**config.mk**
```make
export PLATFORM = sky130hd
export DESIGN_NAME = oag_core
export DESIGN_NICKNAME = d
export VERILOG_FILES = /design/src/oag_pkg.sv /design/src/oag_core.sv
export SDC_FILE = /design/constraint.sdc
export NUM_CORES = 1
export LEC_CHECK = 0
export BUFFER_PORTS_ARGS = -buffer_cell sky130_fd_sc_hd__buf_2
export CORE_ASPECT_RATIO = 0.8
export CORE_UTILIZATION = 35
export DETAILED_ROUTE_END_ITERATION = 7
export PLACE_DENSITY = 0.57
export SKIP_CTS_REPAIR_TIMING = 1
export SLEW_MARGIN = 20
export SYNTH_ARGS = -nofsm -noshare
export SYNTH_HDL_FRONTEND = slang
export SYNTH_HIERARCHICAL = 1
export SYNTH_SLANG_ARGS = --single-unit
```
**constraint.sdc**
```tcl
create_clock -name clk -period 12.2 [get_ports clk]
set_input_delay 0.61 -clock clk [delete_from_list [all_inputs] [get_ports clk]]
set_output_delay 0.61 -clock clk [all_outputs]
set_load 0.01 [all_outputs]
```
**src/oag_pkg.sv**
```systemverilog
// constants, mode type and address arithmetic for the operand address unit
// Summary of operation
// - immediate: operand is byte after opcode
// - immediate extended: low byte, then high byte
// - restart loads one of eight page-zero targets
// - relative: signed byte added to next opcode
// - relative reach +127..-128 from opcode plus two
// - extended: two-byte absolute jump or operand address
// - indexed: displacement plus selected index register
// - indexed address leaves index register unchanged
// - indexed displacement is signed two's complement
// - register operand decoded from opcode bit field
// - implied arithmetic always targets the accumulator
// - register indirect: register pair is the pointer
// - wide operand: low at pointer, high pointer+1
// - block ops step pointers and compare each byte
// - bit ops: three opcode bits pick one bit
// - source and destination modes may differ
package oag_pkg;

  localparam int ADDR_W = 16;
  localparam int DATA_W = 8;

  // opcode field positions, each field three bits wide
  localparam int SRC_FIELD_LSB = 0;
  localparam int DST_FIELD_LSB = 3;
  localparam int BIT_FIELD_LSB = 3;
  localparam int RST_FIELD_LSB = 3;

  // register pair selection for register indirect mode
  localparam logic [1:0] PAIR_PRIMARY = 2'h0;
  localparam logic [1:0] PAIR_BC      = 2'h1;
  localparam logic [1:0] PAIR_DE      = 2'h2;

  // reset values and the unit step
  localparam logic [15:0] ADDR_RESET = 16'h0000;
  localparam logic [15:0] WORD_RESET = 16'h0000;
  localparam logic [7:0]  BYTE_ZERO  = 8'h00;
  localparam logic [15:0] WORD_ONE   = 16'h0001;

  typedef enum logic [3:0] {
    MODE_IMM,
    MODE_IMM_EXT,
    MODE_RESTART,
    MODE_RELATIVE,
    MODE_EXTENDED,
    MODE_INDEXED,
    MODE_REGISTER,
    MODE_IMPLIED,
    MODE_REG_INDIRECT,
    MODE_BLOCK
  } oag_mode_type;

  // sign extension of a displacement byte
  function automatic logic [15:0] oag_sext(input logic [7:0] d);
    return {{8{d[7]}}, d};
  endfunction

  // next byte address, wrapping at the top of the space
  function automatic logic [15:0] oag_inc(input logic [15:0] a);
    return a + WORD_ONE;
  endfunction

  // pointer step for block operations
  function automatic logic [15:0] oag_step(input logic [15:0] a,
                                           input logic        dec);
    return dec ? a - WORD_ONE : a + WORD_ONE;
  endfunction

  // page-zero restart target from the opcode
  function automatic logic [15:0] oag_restart(input logic [7:0] op);
    return {10'h000, op[RST_FIELD_LSB +: 3], 3'h0};
  endfunction

endpackage

// base plus signed displacement, wrapping in 16 bits
module oag_ea_adder (
  // operands
  input  wire logic [15:0] base,
  input  wire logic [7:0]  disp,
  // result
  output      logic [15:0] sum
);

  // carry out of bit 15 is dropped so the sum wraps
  assign sum = base + oag_pkg::oag_sext(disp);

endmodule

```
**src/oag_core.sv**
```systemverilog
// operand fetch and effective address generation unit
module oag_core (
  // clock and reset
  input  wire logic                 clk,
  input  wire logic                 rst,
  // command from the decoder
  input  wire logic                 cmd_valid,
  output      logic                 cmd_ready,
  input  wire oag_pkg::oag_mode_type cmd_mode,
  input  wire logic [7:0]           cmd_opcode,
  input  wire logic [15:0]          cmd_pc,
  input  wire logic                 cmd_index_sel,
  input  wire logic [1:0]           cmd_pair,
  input  wire logic                 cmd_imm_src,
  input  wire logic                 cmd_load,
  input  wire logic                 cmd_wide,
  input  wire logic                 cmd_block_dec,
  input  wire logic                 cmd_bit,
  // register file values
  input  wire logic [15:0]          first_index_register,
  input  wire logic [15:0]          second_index_register,
  input  wire logic [15:0]          primary_pointer_pair,
  input  wire logic [15:0]          pair_bc,
  input  wire logic [15:0]          pair_de,
  input  wire logic [7:0]           accumulator,
  // memory read port
  output      logic                 mem_req,
  output      logic [15:0]          mem_addr,
  input  wire logic [7:0]           mem_rdata,
  input  wire logic                 mem_ack,
  // results
  output      logic                 res_valid,
  output      logic [15:0]          res_ea,
  output      logic [15:0]          res_operand,
  output      logic [15:0]          res_target,
  output      logic [15:0]          res_next_pc,
  output      logic [2:0]           res_src_reg,
  output      logic [2:0]           res_dst_reg,
  output      logic [2:0]           res_bit_sel,
  output      logic                 res_bit_op,
  output      logic                 res_dest_acc,
  output      logic [15:0]          res_src_ptr,
  output      logic [15:0]          res_dst_ptr,
  output      logic [15:0]          res_count,
  output      logic                 res_match,
  output      logic                 res_count_zero
);

  typedef enum logic [2:0] {
    S_IDLE,
    S_DISP,
    S_OP_LO,
    S_OP_HI,
    S_MEM_LO,
    S_MEM_HI,
    S_DONE
  } oag_state_type;

  oag_state_type         state;
  oag_state_type         next_state;
  oag_pkg::oag_mode_type mode;
  logic [7:0]            op;
  logic                  idx_sel;
  logic                  imm_src;
  logic                  load;
  logic                  wide;
  logic                  dec;
  logic                  bit_op;
  logic [15:0]           cursor;
  logic [15:0]           next_cursor;
  logic [15:0]           ea;
  logic [15:0]           next_ea;
  logic [15:0]           target;
  logic [15:0]           next_target;
  logic [15:0]           operand;
  logic [15:0]           next_operand;
  logic [15:0]           next_mem_addr;
  logic [7:0]            cmp_value;
  logic                  match;
  logic [15:0]           count_left;
  logic [15:0]           next_count;

  // entry state depends on which bytes the mode must fetch
  function automatic oag_state_type entry_state(
    input oag_pkg::oag_mode_type m,
    input logic                  imm,
    input logic                  ld
  );
    oag_state_type s;
    s = S_DONE;
    unique case (m)
      oag_pkg::MODE_IMM,
      oag_pkg::MODE_IMM_EXT,
      oag_pkg::MODE_EXTENDED:     s = S_OP_LO;
      oag_pkg::MODE_RELATIVE,
      oag_pkg::MODE_INDEXED:      s = S_DISP;
      oag_pkg::MODE_REG_INDIRECT: s = imm ? S_OP_LO : (ld ? S_MEM_LO : S_DONE);
      oag_pkg::MODE_BLOCK:        s = S_MEM_LO;
      default:                    s = S_DONE;
    endcase
    return s;
  endfunction

  // handshake decode
  wire start       = cmd_valid & cmd_ready;
  wire fetch_state = (state == S_DISP) || (state == S_OP_LO) ||
                     (state == S_OP_HI) || (state == S_MEM_LO) ||
                     (state == S_MEM_HI);
  wire step        = fetch_state & mem_ack;
  wire stream_step = step & ((state == S_DISP) || (state == S_OP_LO) ||
                             (state == S_OP_HI));
  wire is_rel      = (mode == oag_pkg::MODE_RELATIVE);
  wire is_idx      = (mode == oag_pkg::MODE_INDEXED);
  wire is_ext      = (mode == oag_pkg::MODE_EXTENDED);
  wire is_blk      = (mode == oag_pkg::MODE_BLOCK);

  assign cmd_ready = (state == S_IDLE);
  assign mem_req   = fetch_state;
  assign res_valid = (state == S_DONE);

  // pointer pair chosen at command time for indirect access
  wire [15:0] pair_value = (cmd_pair == oag_pkg::PAIR_BC) ? pair_bc :
                           (cmd_pair == oag_pkg::PAIR_DE) ? pair_de :
                           primary_pointer_pair;

  // index registers are only read here, never written back
  wire [15:0] index_value = idx_sel ? second_index_register
                                    : first_index_register;

  // one adder serves relative and indexed: base is opcode+2 or index
  wire [15:0] add_base = is_rel ? oag_pkg::oag_inc(cursor)
                                : index_value;
  wire [15:0] add_sum;

  oag_ea_adder u_adder (
    .base (add_base),
    .disp (mem_rdata),
    .sum  (add_sum)
  );

  // sequencing of the operand bytes
  always_comb begin
    next_state = state;
    unique case (state)
      S_IDLE:   if (start) next_state = entry_state(cmd_mode, cmd_imm_src,
                                                    cmd_load);
      S_DISP:   if (mem_ack) begin
        if (is_idx && imm_src) next_state = S_OP_LO;
        else if (is_idx && load) next_state = S_MEM_LO;
        else next_state = S_DONE;
      end
      S_OP_LO:  if (mem_ack) begin
        if (mode == oag_pkg::MODE_IMM_EXT || is_ext) next_state = S_OP_HI;
        else next_state = S_DONE;
      end
      S_OP_HI:  if (mem_ack) next_state = (is_ext && load) ? S_MEM_LO
                                                            : S_DONE;
      S_MEM_LO: if (mem_ack) next_state = wide ? S_MEM_HI : S_DONE;
      S_MEM_HI: if (mem_ack) next_state = S_DONE;
      S_DONE:   next_state = S_IDLE;
    endcase
  end

  // instruction-stream cursor starts just past the opcode
  assign next_cursor = start ? oag_pkg::oag_inc(cmd_pc) :
                       stream_step ? oag_pkg::oag_inc(cursor) : cursor;

  // effective address: pair, index sum or absolute word
  always_comb begin
    next_ea = ea;
    if (start && cmd_mode == oag_pkg::MODE_REG_INDIRECT) begin
      next_ea = pair_value;
    end else if (start && cmd_mode == oag_pkg::MODE_BLOCK) begin
      next_ea = primary_pointer_pair;
    end else if (step && state == S_DISP && is_idx) begin
      next_ea = add_sum;
    end else if (step && state == S_OP_HI && is_ext) begin
      next_ea = {mem_rdata, operand[7:0]};
    end
  end

  // jump target: restart, relative sum or absolute word
  always_comb begin
    next_target = target;
    if (start && cmd_mode == oag_pkg::MODE_RESTART) begin
      next_target = oag_pkg::oag_restart(cmd_opcode);
    end else if (step && state == S_DISP && is_rel) begin
      next_target = add_sum;
    end else if (step && state == S_OP_HI && is_ext) begin
      next_target = {mem_rdata, operand[7:0]};
    end
  end

  // operand assembly, low byte first in both stream and memory
  always_comb begin
    next_operand = operand;
    if (start) begin
      next_operand = oag_pkg::WORD_RESET;
    end else if (step) begin
      unique case (state)
        S_OP_LO,
        S_MEM_LO: next_operand = {oag_pkg::BYTE_ZERO, mem_rdata};
        S_OP_HI,
        S_MEM_HI: next_operand = {mem_rdata, operand[7:0]};
        default:  next_operand = operand;
      endcase
    end
  end

  // address presented for the next fetch
  always_comb begin
    unique case (next_state)
      S_MEM_LO: next_mem_addr = next_ea;
      S_MEM_HI: next_mem_addr = oag_pkg::oag_inc(next_ea);
      default:  next_mem_addr = next_cursor;
    endcase
  end

  // block step: count decrements once per byte read
  assign next_count = (step && state == S_MEM_LO && is_blk) ?
                      count_left - oag_pkg::WORD_ONE : count_left;

  // sequencer and address registers
  always_ff @(posedge clk) begin
    if (rst) begin
      state    <= S_IDLE;
      cursor   <= oag_pkg::ADDR_RESET;
      ea       <= oag_pkg::ADDR_RESET;
      target   <= oag_pkg::ADDR_RESET;
      operand  <= oag_pkg::WORD_RESET;
      mem_addr <= oag_pkg::ADDR_RESET;
    end else begin
      state    <= next_state;
      cursor   <= next_cursor;
      ea       <= next_ea;
      target   <= next_target;
      operand  <= next_operand;
      mem_addr <= next_mem_addr;
    end
  end

  // command fields held for the whole sequence
  always_ff @(posedge clk) begin
    if (rst) begin
      mode      <= oag_pkg::MODE_IMPLIED;
      op        <= oag_pkg::BYTE_ZERO;
      idx_sel   <= 1'b0;
      imm_src   <= 1'b0;
      load      <= 1'b0;
      wide      <= 1'b0;
      dec       <= 1'b0;
      bit_op    <= 1'b0;
      cmp_value <= oag_pkg::BYTE_ZERO;
    end else if (start) begin
      mode      <= cmd_mode;
      op        <= cmd_opcode;
      idx_sel   <= cmd_index_sel;
      imm_src   <= cmd_imm_src;
      load      <= cmd_load;
      wide      <= cmd_wide;
      dec       <= cmd_block_dec;
      bit_op    <= cmd_bit;
      cmp_value <= accumulator;
    end
  end

  // block pointers and compare, updated when the source byte lands
  always_ff @(posedge clk) begin
    if (rst) begin
      res_src_ptr <= oag_pkg::ADDR_RESET;
      res_dst_ptr <= oag_pkg::ADDR_RESET;
      count_left  <= oag_pkg::WORD_RESET;
      match       <= 1'b0;
    end else if (start) begin
      res_src_ptr <= primary_pointer_pair;
      res_dst_ptr <= pair_de;
      count_left  <= pair_bc;
      match       <= 1'b0;
    end else if (step && state == S_MEM_LO && is_blk) begin
      res_src_ptr <= oag_pkg::oag_step(ea, dec);
      res_dst_ptr <= oag_pkg::oag_step(res_dst_ptr, dec);
      count_left  <= next_count;
      match       <= (mem_rdata == cmp_value);
    end
  end

  // result wiring from held registers; fields only mean something
  // for the modes that use them
  assign res_ea         = ea;
  assign res_operand    = operand;
  assign res_target     = target;
  assign res_next_pc    = cursor;
  assign res_count      = count_left;
  assign res_match      = match;
  assign res_count_zero = (count_left == oag_pkg::WORD_RESET);
  assign res_src_reg    = op[oag_pkg::SRC_FIELD_LSB +: 3];
  assign res_dst_reg    = op[oag_pkg::DST_FIELD_LSB +: 3];
  assign res_bit_sel    = op[oag_pkg::BIT_FIELD_LSB +: 3];
  assign res_bit_op     = bit_op & ((mode == oag_pkg::MODE_REGISTER) ||
                          (mode == oag_pkg::MODE_REG_INDIRECT) ||
                          is_idx);
  assign res_dest_acc   = (mode == oag_pkg::MODE_IMPLIED);
endmodule

```
==> results of run 1 <==
[cells in the final DEF (no fill, tap or decap), types with 8 or more instances in the layout]
cell type  instances
buf_4             11
nor2b_1           15
nand2_1          168
dfxtp_1          156
buf_2            276
or3_1             11
o21ai_0           57
a221oi_1          14
xnor2_1           59
nor3_1            34
nor2_1           152
o21a_1             8
o22a_1            14
xor2_1            37
o31ai_1           10
nand2b_1          10
o211ai_1          11
a21oi_1          111
nor4_1            14
a211oi_1          30
nand4_1           11
and3_1            10
a22oi_1           32
inv_1             23
ha_1              47
o22ai_1           17
a221o_1           13
nand3_1           34
mux2i_1           52
clkbuf_16         17
[cell usage after synthesis, drive strengths merged (14+ instances only)]
master  count  area [µm²]
a211oi     30         225
a21oi     114         574
a221o      14         141
a221oi     14         123
a22oi      32         240
buf        26         156
clkbuf     50         189
dfxtp     156        3120
ha         47         588
inv        23        86.3
mux2i      52         521
nand2     170         641
nand3      34         170
nor2      153         574
nor2b      15        93.8
nor3       35         180
nor4       17         151
o21ai      57         285
o22a       14         123
o22ai      17         106
xnor2      59         517
xor2       37         324
[kinds of logic (layout without fill, tap and decap cells)]
group / count (synthesis) / count (layout) / synth area share [%]
xor gates and xnor gates: 96 / 96 / 8.03
and+or+nand+nor: 501 / 501 / 22.8
buffers and inverters: 100 / 342 / 4.21
adders and majority gates: 50 / 50 / 6.19
AOI/OAI and AO/OA: 373 / 373 / 24.0
DFF: 156 / 156 / 29.8
muxes: 52 / 52 / 4.97
[metrics by stage]
| step | hold WS, ps | utilization [%] | cells | setup slack [ps] | power, mW |
|---|---|---|---|---|---|
| final | 401 | 43.0 | 1947 | 7030 | 1.66 |
| after global routing | 393 | 43.0 | 1947 | 6720 | 1.75 |
| after CTS | 383 | 43.0 | 1947 | 7150 | 1.67 |
| after detailed placement | 448 | 41.2 | 1915 | 7210 | 1.16 |
| after global placement | 439 | 41.2 | 1915 | 7290 | 1.15 |
| after floorplan | 437 | - | 1328 | 7930 | 0.962 |
[worst min-delay path, cell delays in order]
cell     delay (ps)
buf_2            90
nand2_1          40
a21oi_1          50
[layout make-up]
| type | instances | share of cell area, % |
|---|---|---|
| multi-input cells | 1072 | 55.0 |
| flip-flops and latches | 156 | 24.7 |
| repair buffers | 287 | 11.6 |
| well taps | 377 | 3.73 |
| clock buffers | 21 | 3.57 |
| inverters | 23 | 0.684 |
| clock inverters | 11 | 0.674 |
[per-layer routing]
layer | up-vias | track usage [%] | wire length, µm
li1 | 5317 | - | -
met4 | 2 | 6.30 | 709
met1 | 5131 | 36.0 | 18900
met5 | - | 0 | 14
met2 | 398 | 37.8 | 16800
met3 | 52 | 6.49 | 3030
[power groups by stage]
stage,Clock (mW),Combinational [mW],Sequential [mW]
finish,0.509,0.541,0.613
floorplan,0,0.340,0.623
global route,0.534,0.594,0.620
global placement,0,0.530,0.622
detailed placement,0,0.533,0.623
CTS,0.517,0.536,0.612
[worst paths after layout]
kind / from / to / depth (start not counted)
max reg2reg: mode[0] / mem_addr[13] / 20
max: mode[0] / mem_addr[13] / 20
min reg2reg: op[0] / op[0] / 2
min: accumulator[4] / cmp_value[4] / 3
[flip-flops by register name (all words and copies together), names as in the netlist]
signal and count:
mem_addr 16, res_count 16, res_dst_ptr 16, res_ea 16
res_next_pc 16, res_operand 16, res_src_ptr 16, res_target 16
cmp_value 8, op 6, mode 4, state 3
bit_op 1, dec 1, idx_sel 1, imm_src 1
load 1, res_match 1, wide 1
==> flow_metrics.tcl, run 1 <==
set metrics [dict create \
    outcome "finished, final reports clean" \
    cts_tree "yes" \
    rrSetupSlack_ps 7030 \
    h-tree-depth 4 \
    post-dp-hpwl_um 29400 \
    routed-via-count 10900 \
    cts.path.max_buffers 2 \
    critPathCaptureType "flip-flop" \
    required_ps 12500 \
    postLayoutCellArea_um2 12600 \
    swShare_pct 38.1 \
    ys_ff_latch 156 \
    clkTransAtPathRegs_ps 70 \
    ys_seq_area_share_pct 29.8 \
    crit_family "compound AO/OA/AOI/OAI gates" \
    syn-num-nets 1514 \
    syn_avg_cell_area_um2 7.89 \
    rsz0062_at_grt "no" \
    finalSetupViolCount 0 \
    die_area_um2 30600 \
    critPathMaxStageDelay_ps 620 \
    std_cell_rows 56 \
    multi_input_area_um2 6950 \
    drive_gt1_share_pct 21.8 \
    cpMostUsedCell "nor2_1" \
    ios 280 \
    grt_use_total_pct 25.3 \
    pwr-share-comb_pct 32.5 \
    drtPass1Iterations 6 \
    p_sw_mw 0.633 \
    critPathKind "reg2reg" \
    slew-limit-headroom_pct 33.3 \
    drtIter0Drc 954 \
    clock_skew_ps 15.5 \
    drt_wl_total_um 39500 \
    finalHoldViolCount 0 \
    slowest_stage "dfxtp_1" \
    grt_antenna_before_repair 1 \
    synth_flop_cell "dfxtp_1" \
    numPortBuffers 277 \
    worstMarginPinSlew_ps 991 \
    clkPwrFrac_pct 30.6 \
    slew_viol_final 0 \
    cts.sinks 156 \
    clk_latency_ps 440 \
    avgViaCountPerCell 5.60 \
    yosys_warnings 6 \
    root_buffer "clkbuf_16" \
    hold_class "in2reg" \
    postRouteAntennaNets 0 \
    cts_buffers 17 \
    synth_edf_count 0 \
    die_width_um 195 \
    placement.cell_area_um2 12100 \
    grt_pass1_wl_um 59300 \
    grt_pass1_vias 9970 \
    gp_congestion 0.925 \
    cp-start-kind "flip-flop" \
    pwr-share-seq_pct 36.9 \
    worst-path-buf-inv 2 \
    power.leakage_nw 5.28 \
    synth.distinct_cells 81 \
    power-per-cell-area_nw_per_um2 132 \
    ir_worst_vdd_v 0.000105 \
    post_drt_wl_per_cell_um 20.3 \
    grt_max_degree 62 \
    overflow 0 \
    cap_viol_max_count 0 \
    worstPathCellList "nor2b_1 -> nand2_1 -> nor2_1 -> buf_4 -> a211oi_1 -> a21oi_1 -> ha_1 -> inv_1 -> fa_1 -> and2b_1 -> o2111ai_2 -> a21boi_1 -> o211ai_1 -> nand3_1 -> nor2_1 -> a221o_1 -> nor4_4 -> nand2_2 -> o211a_1 -> a2111oi_1" \
    worstPathMaxFanout 33 \
    diodes 0 \
    syn-instance-count 1328 \
    syn_to_final_growth_pct 20.6 \
    critPathArrivalTime_ps 5470 \
    min_period_ps 5170 \
    seqCellArea_um2 3120 \
    fp.dieH_um 157 \
    coreArea_um2 29400 \
    synth_area_um2 10500 \
    tns_ps 0 \
    fillers 3029 \
    max_freq_mhz 193 \
    async_flop_share_pct 0 \
    p_int_mw 1.03 \
    period_share_pct 42.4 \
    drc_errors 0 \
    start_util_pct 35.7 \
    layout.nets 1743 \
]
No activity file was read; power rests on OpenSTA's default activity.
==> inputs of run 2 (changes only) <==
==> constraint.sdc (replaced) <==
create_clock -name clk -period 4.99 [get_ports clk]
set_input_delay 0.2495 -clock clk [delete_from_list [all_inputs] [get_ports clk]]
set_output_delay 0.2495 -clock clk [all_outputs]
set_load 0.01 [all_outputs]
==> flow_metrics.tcl, run 2 (synthesis gave the netlist of run 1 again) <==
set metrics [dict create \
    hold_ws_ps 45.7 \
    min_to "op[2]" \
    critPathCaptureType "flip-flop" \
    postLayoutCellArea_um2 12800 \
    slew-limit-headroom_pct 31.9 \
    drive_gt1_share_pct 22.6 \
    syn_to_final_growth_pct 22.3 \
    swShare_pct 36.3 \
    power-per-cell-area_nw_per_um2 331 \
    post-route-util_pct 43.6 \
    period_share_pct 93.9 \
    std_cell_rows 56 \
    ir_worst_vdd_v 0.000227 \
    post_drt_wl_per_cell_um 20.0 \
    power.leakage_nw 5.40 \
    final_common_cell "buf_2" \
    pwr-share-comb_pct 32.0 \
    worstPathMaxFanout 6 \
    critPathMaxStageDelay_ps 440 \
    worstPathCellList "ha_1 -> nand3_1 -> nor4_1 -> buf_4 -> nand3_1 -> xnor2_1 -> nand2_1 -> o21ai_0 -> ha_1 -> and3_1 -> nor2_1 -> a31oi_1 -> o41ai_2 -> xnor2_1 -> nor2_1 -> a221o_1 -> nor4_1 -> nand3_1 -> o211ai_1 -> nor3b_1" \
    start_util_pct 35.7 \
    worst-path-buf-inv 1 \
    p_int_mw 2.70 \
    drc_errors 0 \
    min-delay-start "cmd_opcode[2]" \
    cp-start-kind "flip-flop" \
    slowest_stage "dfxtp_1" \
    grt_max_degree 84 \
    fp.dieH_um 157 \
    route.met3.wl_um 3020 \
    max_freq_mhz 213 \
    reg2regPathDepth 20 \
    critPathKind "reg2reg" \
    hold_class "in2reg" \
    pre_cts_slack_ps 355 \
    multi_input_area_um2 6940 \
    layout_setup_ws_ps 303 \
    cts_tree "yes" \
    stdcell_count 1963 \
    root_buffer "clkbuf_16" \
    placed_cells 1927 \
    h-tree-depth 4 \
    min_period_ps 4690 \
    drtPass1Iterations 6 \
    crit_family "simple AND/OR/NAND/NOR gates" \
    outcome "finished, final reports clean" \
    worstMarginPinSlew_ps 1010 \
    coreArea_um2 29400 \
    postRouteAntennaNets 0 \
    top_layer "met5" \
    r2r_end "mem_addr[15]" \
    finalSetupViolCount 0 \
    critPathArrivalTime_ps 5040 \
    seqCellArea_um2 3120 \
    numPortBuffers 277 \
    cpMostUsedCell "nand3_1" \
    cts.sinks 156 \
    pwr-share-seq_pct 34.9 \
    ios 280 \
    placement.cell_area_um2 12200 \
    rsz0062_at_grt "no" \
    clkPwrFrac_pct 33.1 \
    cts.path.max_buffers 2 \
    min_path_cells 3 \
    cts_buffers 17 \
    slew_viol_final 0 \
    die_width_um 195 \
    overflow 0 \
    cap_viol_max_count 0 \
    die_area_um2 30600 \
    p_sw_mw 1.54 \
    fillers 3037 \
    clk_latency_ps 440 \
    avgViaCountPerCell 5.54 \
    wl_met2_um 16600 \
    rrSetupSlack_ps 300 \
    finalHoldViolCount 0 \
    grt_use_total_pct 25.0 \
    clock_skew_ps 10.8 \
    drt-met1-wl_um 18800 \
    final_cell_mix "buf_2, nand2_1, dfxtp_1, nor2_1, a21oi_1" \
    drtIter0Drc 1027 \
    drt_wl_total_um 39200 \
    gp_congestion 0.903 \
    grt_antenna_before_repair 2 \
    design_power_total_mw 4.24 \
    layout.nets 1757 \
    path_depth 20 \
    post-dp-hpwl_um 29700 \
    tns_ps 0 \
    r2r_start "res_next_pc[0]" \
    clkTransAtPathRegs_ps 60 \
    grt_pass1_wl_um 58200 \
    grt_pass1_vias 9913 \
    routed-via-count 10900 \
    required_ps 5340 \
]
run 2: area by class of cell:
cell class	count	area share [%]
well taps	377	3.68
multi-input cells	1072	54.2
clock inverters	11	1.22
flip-flops and latches	156	24.4
diodes	2	0.0391
clock buffers	21	3.60
repair buffers	301	12.3
inverters	23	0.674
run 2: how the worst max path moves through the flow:
stage                         startpoint      endpoint
final                     res_next_pc[0]  mem_addr[15]
after CTS                        mode[3]  mem_addr[13]
after global placement           mode[3]  mem_addr[13]
after detailed placement         mode[3]  mem_addr[13]
after global routing             mode[3]  mem_addr[13]
after floorplan                  mode[0]  mem_addr[13]
run 2: power by group through the flow:
stage	registers (mW)	logic (mW)	clock network, mW
after global routing	1.49	1.48	1.48
after global placement	1.50	1.33	0
after CTS	1.48	1.34	1.42
final	1.48	1.36	1.40
after detailed placement	1.50	1.33	0
after floorplan	1.52	0.830	0
run 2: per-layer routing:
layer | vias up | global-route usage [%]
li1 | 5326 | -
met1 | 5058 | 35.9
met2 | 438 | 37.1
met3 | 47 | 5.69
met4 | 2 | 6.56
met5 | - | 0
run 2: tightest hold or removal path: stages:
cell	delay, ps
buf_2	90
nand2_1	40
a21oi_1	50
